$ cat src/hw/irq_unit_pkg.sv
// Constants shared by the vectored interrupt unit and its picker.
// Assumes a byte-wide special-register bus and a 20 MHz system clock.
package irq_unit_pkg;

  // Register map and field positions
  localparam logic [7:0] PRIMARY_MASK_ADDR = 8'hA8;
  localparam logic [7:0] PRIMARY_MASK_RESET = 8'h00;
  localparam int GLOBAL_GATE_BIT = 7;
  localparam int SPI_MASK_BIT = 6;
  localparam int TIMER2_MASK_BIT = 5;
  localparam int SERIAL_MASK_BIT = 4;
  localparam int TIMER1_MASK_BIT = 3;
  localparam int LINE1_MASK_BIT = 2;
  localparam int TIMER0_MASK_BIT = 1;
  localparam int LINE0_MASK_BIT = 0;
  localparam int PORT_COMPARE_EXT_BIT = 1;

  // Sources and vectors
  localparam int NUM_SOURCES = 15;
  localparam int ORDER_W = 4;
  localparam int PRIMARY_SOURCES = 7;
  localparam logic [3:0] PORT_COMPARE_ORDER = 4'h8;
  localparam logic [3:0] HW_CLEAR_LIMIT = 4'h4;
  localparam logic [15:0] RESET_VECTOR = 16'h0000;
  localparam logic [15:0] VECTOR_BASE = 16'h0003;
  localparam int VECTOR_SHIFT = 3;
  localparam logic [15:0] LAST_VECTOR = 16'h0073;

  // Latency figures, in system clocks of 50 ns
  localparam int CLOCK_PERIOD_NS = 50;
  localparam int DETECT_CYCLES = 1;
  localparam int LONG_CALL_CYCLES = 4;
  localparam int RETURN_CYCLES = 5;
  localparam int DIVIDE_CYCLES = 8;
  localparam int MIN_LATENCY_CYCLES = DETECT_CYCLES + LONG_CALL_CYCLES;
  localparam int MAX_LATENCY_CYCLES =
    DETECT_CYCLES + RETURN_CYCLES + DIVIDE_CYCLES + LONG_CALL_CYCLES;

endpackage

$ cat src/hw/lowest_order_pick.sv
// Fixed-order picker: lowest set index wins.
// Assumes requests are already masked; purely combinational.
`timescale 1ns/1ps

module lowest_order_pick #(
  parameter int N = 15,
  parameter int W = 4
) (
  // Requests
  input wire logic [N-1:0] req_in,
  // Result
  output logic found_out,
  output logic [W-1:0] index_out
);

  always_comb begin
    found_out = 1'b0;
    index_out = '0;
    // Scan downward so the lowest order is the last to land
    for (int i = N - 1; i >= 0; i--) begin
      if (req_in[i]) begin
        found_out = 1'b1;
        index_out = W'(i);
      end
    end
  end

endmodule

$ cat src/hw/two_level_vectored_interrupt_unit.sv
// Two-level vectored interrupt unit: enable register, priority decode,
// vector request to the core and service context tracking.
// Assumes pending flags live in the peripherals, are synchronous to
// clock_in, and that the core reports boundaries and returns.
//
// Functional notes
// - Sample and decode all pending flags every cycle
// - Minimum latency five clocks: detect plus call
// - One instruction completes after return before call
// - Worst case eighteen clocks including return and divide
// - Equal or higher routine running blocks new request
// - On exit, highest priority pending request goes next
// - Reset vectors zero; sources at 0x0003 plus 8n
// - Only line and timer0/1 flags cleared by hardware
// - Global gate bit 7 overrides every mask
// - Mask bit zero suppresses that source's request
// - Bit 6 masks SPI, vector 0x0033
// - Bit 5 masks timer 2, vector 0x002B
// - Bit 4 masks serial port, vector 0x0023
// - Bit 3 masks timer 1, vector 0x001B
// - Bit 2 masks external line one, vector 0x0013
// - Bit 1 masks timer 0, vector 0x000B
// - High preempts low; high never preempted
// - Same cycle: higher level, then lower order wins
// - Flag set regardless of mask; re-requests after return
// - Software-set flag behaves as genuine request
`timescale 1ns/1ps

module two_level_vectored_interrupt_unit
(
  // Clock and reset
  input wire logic clock_in,
  input wire logic rst_in,
  // Special-register bus
  input wire logic [7:0] sfr_addr_in,
  input wire logic [7:0] sfr_wdata_in,
  input wire logic sfr_wr_in,
  input wire logic sfr_rd_in,
  output logic [7:0] sfr_rdata_out,
  // Sources and their configuration
  input wire logic [irq_unit_pkg::NUM_SOURCES-1:0] pending_in,
  input wire logic [irq_unit_pkg::NUM_SOURCES-1:0] priority_in,
  input wire logic [7:0] extended_mask_register_in,
  output logic [irq_unit_pkg::NUM_SOURCES-1:0] hw_clear_out,
  // Core side
  input wire logic instr_boundary_in,
  input wire logic return_from_service_in,
  output logic call_req_out,
  output logic [15:0] vector_out,
  output logic [1:0] service_level_out
);
  import irq_unit_pkg::*;

  ////////////////////////////////////////////////////////////////////////
  // Primary mask register

  logic [7:0] primary_mask_register_reg;
  logic [7:0] primary_mask_register_next;
  logic [7:0] sfr_rdata_reg;
  logic [7:0] sfr_rdata_next;
  logic reg_hit;

  assign reg_hit = (sfr_addr_in == PRIMARY_MASK_ADDR);

  always_comb begin
    primary_mask_register_next = primary_mask_register_reg;
    sfr_rdata_next = 8'h00;
    if (sfr_wr_in && reg_hit) begin
      primary_mask_register_next = sfr_wdata_in;
    end
    // Other addresses belong to other blocks, so read back zero here
    if (sfr_rd_in && reg_hit) begin
      sfr_rdata_next = primary_mask_register_reg;
    end
  end

  always_ff @(posedge clock_in) begin
    if (rst_in) begin
      primary_mask_register_reg <= PRIMARY_MASK_RESET;
      sfr_rdata_reg <= 8'h00;
    end else begin
      primary_mask_register_reg <= primary_mask_register_next;
      sfr_rdata_reg <= sfr_rdata_next;
    end
  end

  assign sfr_rdata_out = sfr_rdata_reg;

  ////////////////////////////////////////////////////////////////////////
  // Masking and priority decode, every cycle

  logic global_irq_gate;
  logic [NUM_SOURCES-1:0] enable_vec;
  logic [NUM_SOURCES-1:0] masked_req;
  logic [NUM_SOURCES-1:0] high_req;
  logic [NUM_SOURCES-1:0] low_req;
  logic hi_found;
  logic lo_found;
  logic [ORDER_W-1:0] hi_index;
  logic [ORDER_W-1:0] lo_index;

  assign global_irq_gate = primary_mask_register_reg[GLOBAL_GATE_BIT];
  // Orders 0..6 from the primary register, 7..14 from the extended one
  assign enable_vec = {extended_mask_register_in,
                       primary_mask_register_reg[PRIMARY_SOURCES-1:0]};
  // Flags come in regardless of masks; written or real, they count alike
  assign masked_req = pending_in & enable_vec & {NUM_SOURCES{global_irq_gate}};
  assign high_req = masked_req & priority_in;
  assign low_req = masked_req & ~priority_in;

  lowest_order_pick #(.N(NUM_SOURCES), .W(ORDER_W)) high_pick (
    .req_in(high_req),
    .found_out(hi_found),
    .index_out(hi_index)
  );

  lowest_order_pick #(.N(NUM_SOURCES), .W(ORDER_W)) low_pick (
    .req_in(low_req),
    .found_out(lo_found),
    .index_out(lo_index)
  );

  ////////////////////////////////////////////////////////////////////////
  // Winner selection against the running service context

  logic active_low_reg;
  logic active_high_reg;
  logic win_valid;
  logic win_high;
  logic [ORDER_W-1:0] win_index;

  always_comb begin
    win_valid = 1'b0;
    win_high = 1'b0;
    win_index = '0;
    if (!active_high_reg) begin
      if (hi_found) begin
        win_valid = 1'b1;
        win_high = 1'b1;
        win_index = hi_index;
      end else if (lo_found && !active_low_reg) begin
        win_valid = 1'b1;
        win_index = lo_index;
      end
    end
  end

  ////////////////////////////////////////////////////////////////////////
  // Vector request, context and hardware clears

  logic call_req_reg;
  logic call_req_next;
  logic win_high_reg;
  logic win_high_next;
  logic [ORDER_W-1:0] win_order_reg;
  logic [ORDER_W-1:0] win_order_next;
  logic [15:0] vector_reg;
  logic [15:0] vector_next;
  logic active_low_next;
  logic active_high_next;
  logic [NUM_SOURCES-1:0] hw_clear_reg;
  logic [NUM_SOURCES-1:0] hw_clear_next;
  logic take;

  // The return's own completion is no boundary, so exactly one more
  // instruction runs before a pending call is accepted
  assign take = call_req_reg && instr_boundary_in && !return_from_service_in;

  always_comb begin
    active_low_next = active_low_reg;
    active_high_next = active_high_reg;
    hw_clear_next = '0;
    if (take) begin
      if (win_high_reg) begin
        active_high_next = 1'b1;
      end else begin
        active_low_next = 1'b1;
      end
      if (win_order_reg < HW_CLEAR_LIMIT) begin
        hw_clear_next[win_order_reg] = 1'b1;
      end
    end else if (return_from_service_in) begin
      // Return closes the innermost routine first
      if (active_high_reg) begin
        active_high_next = 1'b0;
      end else begin
        active_low_next = 1'b0;
      end
    end
  end

  always_comb begin
    // One clock of detection, then the core spends the call cycles
    call_req_next = win_valid && !take;
    win_high_next = win_high;
    win_order_next = win_index;
    vector_next = VECTOR_BASE + (16'(win_index) << VECTOR_SHIFT);
    if (!call_req_next) begin
      win_high_next = win_high_reg;
      win_order_next = win_order_reg;
      vector_next = vector_reg;
    end
  end

  always_ff @(posedge clock_in) begin
    if (rst_in) begin
      call_req_reg <= 1'b0;
      win_high_reg <= 1'b0;
      win_order_reg <= '0;
      vector_reg <= RESET_VECTOR;
      active_low_reg <= 1'b0;
      active_high_reg <= 1'b0;
      hw_clear_reg <= '0;
    end else begin
      call_req_reg <= call_req_next;
      win_high_reg <= win_high_next;
      win_order_reg <= win_order_next;
      vector_reg <= vector_next;
      active_low_reg <= active_low_next;
      active_high_reg <= active_high_next;
      hw_clear_reg <= hw_clear_next;
    end
  end

  assign call_req_out = call_req_reg;
  assign vector_out = vector_reg;
  assign hw_clear_out = hw_clear_reg;
  assign service_level_out = {active_high_reg, active_low_reg};

  ////////////////////////////////////////////////////////////////////////
  // Checks

  a_detect_next_cycle: assert property (
    @(posedge clock_in) disable iff (rst_in)
    (win_valid && !take && !return_from_service_in) |=> call_req_out
  ) else $error("serviceable request not raised one cycle later");

  a_vector_in_range: assert property (
    @(posedge clock_in) disable iff (rst_in)
    call_req_out |-> (vector_out == VECTOR_BASE + (16'(win_order_reg) << VECTOR_SHIFT))
      && (vector_out <= LAST_VECTOR)
  ) else $error("vector does not match the winning order");

  a_hw_clear_cause: assert property (
    @(posedge clock_in) disable iff (rst_in)
    (hw_clear_out != '0) |-> $past(take) && ($past(win_order_reg) < HW_CLEAR_LIMIT)
      && (hw_clear_out[NUM_SOURCES-1:4] == '0)
  ) else $error("hardware clear without a matching vector take");

  a_hw_clear_given: assert property (
    @(posedge clock_in) disable iff (rst_in)
    (take && win_order_reg < HW_CLEAR_LIMIT) |=> $onehot(hw_clear_out)
  ) else $error("low-order flag not cleared on vectoring");

  a_gate_blocks_all: assert property (
    @(posedge clock_in) disable iff (rst_in)
    (!global_irq_gate) [*2] |-> !call_req_out
  ) else $error("request raised with global gate closed");

  a_mask_honoured: assert property (
    @(posedge clock_in) disable iff (rst_in)
    $rose(call_req_out) |->
      ((($past(masked_req) >> win_order_reg) & 15'h0001) != 15'h0000)
  ) else $error("request raised for a masked source");

  a_high_not_preempted: assert property (
    @(posedge clock_in) disable iff (rst_in)
    active_high_reg |-> !call_req_out
  ) else $error("request raised during a high-level routine");

  a_low_only_high_preempts: assert property (
    @(posedge clock_in) disable iff (rst_in)
    (active_low_reg && call_req_out) |-> win_high_reg
  ) else $error("low request raised during a low-level routine");

  a_level_order_win: assert property (
    @(posedge clock_in) disable iff (rst_in)
    ($rose(call_req_out) && !win_high_reg) |-> ($past(high_req) == '0)
  ) else $error("low level chosen over a pending high request");

  a_return_pops: assert property (
    @(posedge clock_in) disable iff (rst_in)
    (return_from_service_in && active_high_reg) |=>
      (!active_high_reg && active_low_reg == $past(active_low_reg))
  ) else $error("return did not close the high-level routine");

  a_take_drops_request: assert property (
    @(posedge clock_in) disable iff (rst_in)
    take |=> (!call_req_out && (service_level_out != 2'h0))
  ) else $error("taken request still raised or no routine opened");

  a_return_closes_low: assert property (
    @(posedge clock_in) disable iff (rst_in)
    (return_from_service_in && !active_high_reg) |=> !active_low_reg
  ) else $error("return did not close the low-level routine");

  a_clear_single_pulse: assert property (
    @(posedge clock_in) disable iff (rst_in)
    (hw_clear_out != '0) |=> (hw_clear_out == '0)
  ) else $error("hardware clear held longer than one cycle");

endmodule

$ cat config.mk
export PLATFORM = sky130hd
export DESIGN_NAME = two_level_vectored_interrupt_unit
export DESIGN_NICKNAME = d
export VERILOG_FILES = /design/src/hw/irq_unit_pkg.sv /design/src/hw/lowest_order_pick.sv /design/src/hw/two_level_vectored_interrupt_unit.sv
export SDC_FILE = /design/constraint.sdc
export NUM_CORES = 1
export LEC_CHECK = 0
export ABC_CLOCK_PERIOD_IN_PS = 1800
export BUFFER_PORTS_ARGS = -buffer_cell sky130_fd_sc_hd__buf_2
export CORE_MARGIN = 10
export CORE_UTILIZATION = 41
export DETAILED_ROUTE_END_ITERATION = 6
export PLACE_DENSITY = 0.74
export SLEW_MARGIN = 20
export SYNTH_ARGS = -nofsm -noshare
export SYNTH_HDL_FRONTEND = slang
export SYNTH_SLANG_ARGS = --single-unit
$ cat constraint.sdc
create_clock -name clock_in -period 1.8 [get_ports clock_in]
set_input_delay 0.18 -clock clock_in [delete_from_list [all_inputs] [get_ports clock_in]]
set_output_delay 0.18 -clock clock_in [all_outputs]
set_load 0.005 [all_outputs]
; ---- Yosys cells after proc, flatten, opt, wreduce, memory -nomap -nowiden
; Index checks and enable logic that the tools add are counted.
[totals]
output_inout_bits = 42
ff_bits = 55
word_cells = 117
in_bits = 60
[op_classes]
n_addsub = 1
mux = 77
n_eq_ne = 4
bitwise_logic = 8
order_cmp = 3
n_reduce_logical = 15
[op_table]
columns = cell, n
row1 = 4-bit 2-to-1 mux, 33
row2 = 15-bit AND, 4
row3 = 1-bit 2-to-1 mux, 43
row4 = 15-bit inverter, 1
row5 = 2-bit by 7-bit adder with 8-bit output (first input constant), 1
row6 = 8-bit == test (second input constant), 1
row7 = 1-bit logical AND, 7
row8 = 4-bit by 5-bit < comparator with 1-bit output (second input constant), 1
row9 = 1-bit demux with 4-bit select, 1
row10 = 4-bit by 1-bit >= comparator with 1-bit output (second input constant), 1
row11 = 4-bit by 3-bit < comparator with 1-bit output (second input constant), 1
row12 = 2-bit inequality test (second input constant), 2
row13 = 1-bit logical NOT, 3
row14 = 1-bit inverter, 3
row15 = 3-bit AND reduction, 1
row16 = 3-bit OR reduction, 1
row17 = 2-bit by 1-bit inequality test with 1-bit output (second input constant), 1
row18 = 2-bit AND reduction, 1
row19 = 2-bit nonzero test, 1
row20 = 2-bit OR reduction, 1

; ---- Longest topological paths before layout
; Gate-level depths: netlist (run 1).
[depth]
word_depth = 23
ltp_mapped = 9

; ---- Cells and area by module
; From an unflattened synthesis (run 1), not the netlist that was laid out.
[hier_totals]
hier_cells = 255
area_unflattened_um2 = 2044.5
[by_module_without_submodules]
columns = module, area_per_inst_um2, cells_per_inst, instances, seq_area_each_um2
row1 = two_level_vectored_interrupt_unit, 1724.2, 201, 1, 800.8
row2 = lowest_order_pick, 160.2, 27, 2, 0.0

; ---- Worst setup path after synthesis (run 1)
; Ideal clock, no wire load.
[synth_path]
path_kind = register -> register
start = register primary_mask_register_reg[7]
end = register win_order_reg[1]
slack_ns = -0.123
t_arrival_ns = 1.806
t_required_ns = 1.683
setup_time_ns = 0.117
period_less_slack_ns = 1.923
path_stages_with_launch = 10
path_buffers = 2
cell_sequence = dfxtp_1 buf_6 buf_6 nand4b_2 nand4_2 o41a_4 clkinv_2 a31oi_1 a31o_1 a32o_1
[synth_between]
elab_chain_cells = 22
elab_cells_between_ends = 71
classes_between = mux (66) / bitwise (3) / reduce/logical (2)
[synth_lines]
columns = item, line_no
row1 = "start, declared", two_level_vectored_interrupt_unit.sv:57  ; logic [7:0] primary_mask_register_reg;
row2 = "start signal, assigned", two_level_vectored_interrupt_unit.sv:82  ; primary_mask_register_reg <= primary_mask_register_next;
row3 = 15-bit AND (*), two_level_vectored_interrupt_unit.sv:107  ; assign masked_req = pending_in & enable_vec & {NUM_SOURCES{global_irq_gate}};
row4 = 15-bit AND, two_level_vectored_interrupt_unit.sv:109  ; assign low_req = masked_req & ~priority_in;
row5 = 1-bit 2-to-1 mux (15 in series), lowest_order_pick.sv:21  ; if (req_in[i]) begin
row6 = 1-bit logical AND, two_level_vectored_interrupt_unit.sv:141  ; end else if (lo_found && !active_low_reg) begin
row7 = 1-bit 2-to-1 mux, two_level_vectored_interrupt_unit.sv:141
row8 = 1-bit 2-to-1 mux, two_level_vectored_interrupt_unit.sv:137  ; if (hi_found) begin
row9 = 1-bit 2-to-1 mux, two_level_vectored_interrupt_unit.sv:136  ; if (!active_high_reg) begin
row10 = 1-bit logical AND, two_level_vectored_interrupt_unit.sv:194  ; call_req_next = win_valid && !take;
row11 = "end signal, assigned", two_level_vectored_interrupt_unit.sv:217  ; win_order_reg <= win_order_next;
row12 = "end, declared", two_level_vectored_interrupt_unit.sv:155  ; logic [ORDER_W-1:0] win_order_reg;
; Mark *: on every way between the ends. The rest lies on a longest branch, timed or not.
; A chain may end at the register's enable or synchronous reset.

; ---- Final worst setup path (run 1)
; Ends and elaborated chain as after synthesis.

==> flow_metrics.env, run 1 <==
export IMPL_yosysTopAreaCellShare_pct=39.7
export IMPL_avgSynthCellArea_sq_um=9.56
export IMPL_std_cell_rows=25
export IMPL_cp_end_kind="flip-flop"
export IMPL_ant_nets=0
export IMPL_synthesis_instances=211
export IMPL_synth_distinct_cells=52
export IMPL_synth_seq_cells=40
export IMPL_fillCellCount=411
export IMPL_wirelength_um=6100
export IMPL_maxCapViolCount=0
export IMPL_slew_violations=0
export IMPL_cts_sinks=40
export IMPL_mostFrequentLayoutCells="91 x buf_2, 39 x dfxtp_1, 38 x buf_4"
export IMPL_grt_first_pass_wirelength_um=9520
export IMPL_final_net_count=416
export IMPL_grt_overflow_total=0
export IMPL_p_leak_uw=0.00163
export IMPL_fin_crit_ns=1.92
export IMPL_initial_core_util_pct=42.4
export IMPL_antenna_found_initial=0
export IMPL_cp_arrival_ns=2.11
export IMPL_place_inst=408
export IMPL_critPathKind="reg2reg"
export IMPL_clock_skew_ns=0.00290
export IMPL_synth_flop_cell="dfxtp_1"
export IMPL_ys_seq_area_share_pct=39.7
export IMPL_rsz0062_at_grt="true"
export IMPL_drc=0
export IMPL_power_density_nw_per_um2=539
export IMPL_clockRootBuffer="clkbuf_8"
export IMPL_synthTopCellsByArea="dfxtp_1 40%, nand4b_2 5.2%, nand4_1 5.0%, buf_4 4.8%, mux2i_1 4.0%"
export IMPL_first_global_vias=2065
export IMPL_netlist_area_sq_um=2020
export IMPL_tritoncts="yes"
export IMPL_status="finished, violations left"
export IMPL_clock_latency_ns=0.29
export IMPL_largest_register_ffs=15
export IMPL_hold_violations=0
export IMPL_finalInstanceArea_sq_um=3040
export IMPL_required_ns=1.98
export IMPL_grt_usage_pct=13.9
export IMPL_portBuffers=91
export IMPL_min_period_over_period_pct=107
export IMPL_peakVddDrop_v=0.000539
export IMPL_clkTransAtPathRegs_ns=0.08
export IMPL_cts_made_buffers=5
export IMPL_synth_area_leader_cell="dfxtp_1"
export IMPL_violations="setup timing"
export IMPL_drt_iter0_markers=79
export IMPL_htree_levels=2
export IMPL_synth_edff_count=0
export IMPL_hpwl_um=4900
export IMPL_core_sq_um=4750
export IMPL_power_uw=1640
export IMPL_place_congestion=0.821
export IMPL_worst_slack_ns=-0.123
export IMPL_max_freq_mhz=520
export IMPL_cts_buffer_depth=2
export IMPL_final_common_cell="buf_2"
export IMPL_area_growth_pct=50.7
export IMPL_via_per_inst=4.86
export IMPL_cts_hold_buffers=0
export IMPL_instances_no_fill=424
export IMPL_wl_per_cell_um=14.4
export IMPL_hold_path_class="in2reg"
export IMPL_layout_drive_gt1_share_pct=46.8
export IMPL_grt_max_degree=28
export IMPL_setup_viol=6
export IMPL_io_pin_count=102
export IMPL_die_h_um=90.2
export IMPL_crit_path_start_kind="flip-flop"
export IMPL_placed_area_sq_um=2780
export IMPL_fin_setup_tns_ns=-0.551
export IMPL_synthArstFlopShare_pct=0
export IMPL_route_vias_total=2060
export IMPL_antennaDiodeCount=0
export IMPL_critPathMaxFanout=7
export IMPL_hold_ws_ns=0.0751
export IMPL_yosys_warnings=0
export IMPL_first_pass_iters=6
export IMPL_die_area_sq_um=8130
export IMPL_die_x_um=90.2
[power breakdown]
group	switching, uW	internal [uW]
Clock	303	310
Combinational	61.5	66.4
Sequential	3.03	896
Total	367	1270
[synth_stat cells (2+ instances only)]
cell type	n
a21oi_1	7
a31oi_1	5
and2_1	9
and3_1	3
and4_1	5
buf_4	13
buf_6	2
clkbuf_1	2
dfxtp_1	40
inv_1	3
mux2i_1	8
nand2_1	14
nand2b_1	4
nand3_1	3
nand3b_1	2
nand4_1	16
nand4_2	3
nand4b_1	8
nand4b_2	7
nor2_1	17
nor3_1	3
nor3b_1	2
o211ai_1	2
o21ai_0	2
o21ai_1	2
o31ai_1	2
or4_1	2
[metal layers]
metal	wire, um	up-vias	share of wire (%)	GRT usage, %
li1	-	1056	-	-
met1	2650	914	43	16.3
met2	2860	84	47	22.3
met3	541	6	8.9	6.48
met4	51	0	0.84	3.45
met5	0	-	0	0
[critical path: stages (launching register included)]
cell and delay, ns:
dfxtp_4 0.38, clkbuf_16 0.17, nand4b_1 0.11, nand4_1 0.15, o41a_4 0.50, clkinv_2 0.06, a31oi_1 0.04, a31o_1 0.18
a32o_1 0.23
[path summary, 6_finish.rpt]
check                                from               end  slack [ns]  depth (start not counted)
max          primary_mask_register_reg[7]  win_order_reg[1]       -0.12                          8
min                return_from_service_in   active_high_reg        0.08                          2
max reg2reg  primary_mask_register_reg[7]  win_order_reg[1]       -0.12                          8
min reg2reg              win_order_reg[2]  win_order_reg[2]        0.48                          2
[area by class of cell]
type | count | area [sq um] | share of cell area (%)
timing repair buffer | 137 | 853 | 28.1
inverter | 4 | 16.3 | 0.535
multi-input combinational | 168 | 1180 | 39.0
clock inverter | 2 | 15.0 | 0.494
tap | 67 | 83.8 | 2.76
sequential | 40 | 805 | 26.5
clock buffer | 6 | 82.6 | 2.72
[metrics by stage]
stage	setup WS (ns)	utilization, %
6_report	-0.123	63.9
5_1_grt	-0.203	63.9
4_1_cts	-0.106	61.4
3_5_place_dp	-0.191	58.4
3_3_place_gp	-0.128	58.4
2_1_floorplan	-0.123	-
[cell families (layout without fill, tap and decap cells)]
kind of cell	count (synthesis)	after routing	share of synthesized area (%)
other	1	21	0.186
buffers and inverters	23	149	8.37
AOI/OAI and AO/OA	29	29	10.4
DFF	40	40	39.7
and+or+nand+nor	110	110	37.4
muxes	8	8	3.97
[what timing repair did]
item	CTS	global route
gates cloned	0	2
endpoints found under the setup margin	7	7
pin swaps	7	15
buffers inserted	1	5
gates resized for setup	7	10
Note: power is estimated with default switching activity, not from simulation.
==> inputs of run 2 (changes only) <==
- ABC_CLOCK_PERIOD_IN_PS: 1800 -> 2100
- CORE_UTILIZATION: 41 -> 45
- CTS_CLUSTER_DIAMETER: unset -> 120
- PLACE_DENSITY: 0.74 -> 0.77
- clock period: 1.8 -> 2.1 ns (I/O delays scaled with it)
==> run 2 against run 1 <==
- via count is 6.5% lower
- the flow now finishes without violations
- hold slack better by 0.031 ns
- final cell count is 11% lower
- non-clock buffer count down 33
- routed wire length decreased by 5.2%
- die area decreased by 7.0%
- critical path depth is 1 higher
- worst setup slack gained 0.12 ns
- maximum frequency is 8.4% lower
- register-to-register slack better by 0.12 ns
- design area decreased by 9.7%
==> flow_metrics.env, run 2 (synthesized netlist as in run 1, its figures left out) <==
export IMPL_fin_crit_ns=2.10
export IMPL_tritoncts="yes"
export IMPL_path_buf_inv=3
export IMPL_ff2ff_path_depth=9
export IMPL_grt_first_pass_wirelength_um=8820
export IMPL_setup_viol=0
export IMPL_ant_nets=0
export IMPL_cts_buffer_depth=2
export IMPL_fin_setup_tns_ns=0
export IMPL_max_slew_margin_pct=62.5
export IMPL_wirelength_um=5780
export IMPL_critical_path_top_delay_family="simple AND/OR/NAND/NOR gates"
export IMPL_antenna_found_initial=0
export IMPL_cts_hold_buffers=0
export IMPL_worst_slack_ns=0.000426
export IMPL_r2r_setup_slack_ns=0.0004
export IMPL_mostFrequentLayoutCells="91 x buf_2, 39 x dfxtp_1, 21 x conb_1"
export IMPL_htree_levels=2
export IMPL_hpwl_um=4610
export IMPL_wl_per_cell_um=15.4
export IMPL_std_cell_rows=24
export IMPL_power_density_nw_per_um2=567
export IMPL_hold_path_class="in2reg"
export IMPL_largest_register_ffs=15
export IMPL_layout_drive_gt1_share_pct=39.8
export IMPL_required_ns=2.31
export IMPL_area_growth_pct=36.0
export IMPL_place_ws_ns=0.0891
export IMPL_hold_ws_ns=0.106
export IMPL_cp_cell_sequence="clkbuf_16 -> buf_6 -> nand4b_1 -> nand4_2 -> o41a_4 -> buf_4 -> nor2_4 -> or4_1 -> a21oi_1"
export IMPL_final_net_count=383
export IMPL_portBuffers=91
export IMPL_min_period_over_period_pct=100
export IMPL_final_common_cell="buf_2"
export IMPL_cp_end_kind="flip-flop"
export IMPL_min_path_cells=2
export IMPL_drt_iter0_markers=78
export IMPL_initial_core_util_pct=46.4
export IMPL_cpMaxStageDelayCell="or4_1"
export IMPL_critPathMaxFanout=10
export IMPL_die_h_um=87.0
export IMPL_cts_sinks=40
export IMPL_maxCapViolCount=0
export IMPL_via_per_inst=5.13
export IMPL_clock_skew_ns=0.00350
export IMPL_fillCellCount=396
export IMPL_route_vias_total=1927
export IMPL_drc=0
export IMPL_grt_max_degree=37
export IMPL_cts_made_buffers=5
export IMPL_first_pass_iters=4
export IMPL_worst_path_largest_cell_delay_ns=0.48
export IMPL_first_global_vias=1963
export IMPL_grt_overflow_total=0
export IMPL_clkTransAtPathRegs_ns=0.07
export IMPL_cp_depth=9
export IMPL_cp_arrival_ns=2.31
export IMPL_place_congestion=0.854
export IMPL_critPathKind="reg2reg"
export IMPL_antennaDiodeCount=0
export IMPL_worst_pin_slew_ns=0.561
export IMPL_core_sq_um=4350
export IMPL_die_area_sq_um=7560
export IMPL_die_x_um=87.0
export IMPL_max_freq_mhz=476
export IMPL_io_pin_count=102
export IMPL_hold_violations=0
export IMPL_grt_usage_pct=14.2
export IMPL_crit_path_start_kind="flip-flop"
export IMPL_peakVddDrop_v=0.000273
export IMPL_clockRootBuffer="clkbuf_8"
export IMPL_clock_latency_ns=0.29
export IMPL_status="completed"
export IMPL_slew_violations=0
export IMPL_p_leak_uw=0.00148
## run 2: what timing repair did
action                                  CTS  global route
endpoints found under the setup margin    0             4
resized for setup                         0             7
buffers inserted                          0             9
## run 2: power breakdown
group	switching (uW)	internal (uW)
logic	50.0	55.5
clock network	261	419
registers	2.50	768
## run 2: per-layer routing
layer	routed length, um	vias to the layer above	track usage [%]
met3	688	6	6.93
met2	2670	76	23.1
met1	2340	859	15.7
met4	76	0	5.30
met5	0	-	0
li1	-	986	-
## run 2: worst paths after layout
| path | end | from |
|---|---|---|
| setup / recovery | win_order_reg[3] | primary_mask_register_reg[7] |
| hold / removal | active_high_reg | return_from_service_in |
| setup reg to reg | win_order_reg[3] | primary_mask_register_reg[7] |
| hold reg to reg | hw_clear_out[1] | win_order_reg[1] |
## run 2: layout make-up
cell class | count | area [sq um] | area share, %
repair buffers | 104 | 587 | 21.4
well taps | 52 | 65.1 | 2.37
multi-input cells | 168 | 1150 | 41.8
clock buffers | 7 | 96.3 | 3.51
inverters | 4 | 16.3 | 0.593
clock inverters | 1 | 30.0 | 1.09
flip-flops and latches | 40 | 805 | 29.3
## run 2: stage by stage
stage          cells  instance area, sq um  power (uW)  util (%)
3_5_place_dp     358                  2500         892      57.3
5_1_grt          376                  2750        1620      63.0
3_3_place_gp     358                  2500         892      57.3
4_1_cts          366                  2620        1570      60.2
6_report         376                  2750        1560      63.0
2_1_floorplan    231                  2090         827         -
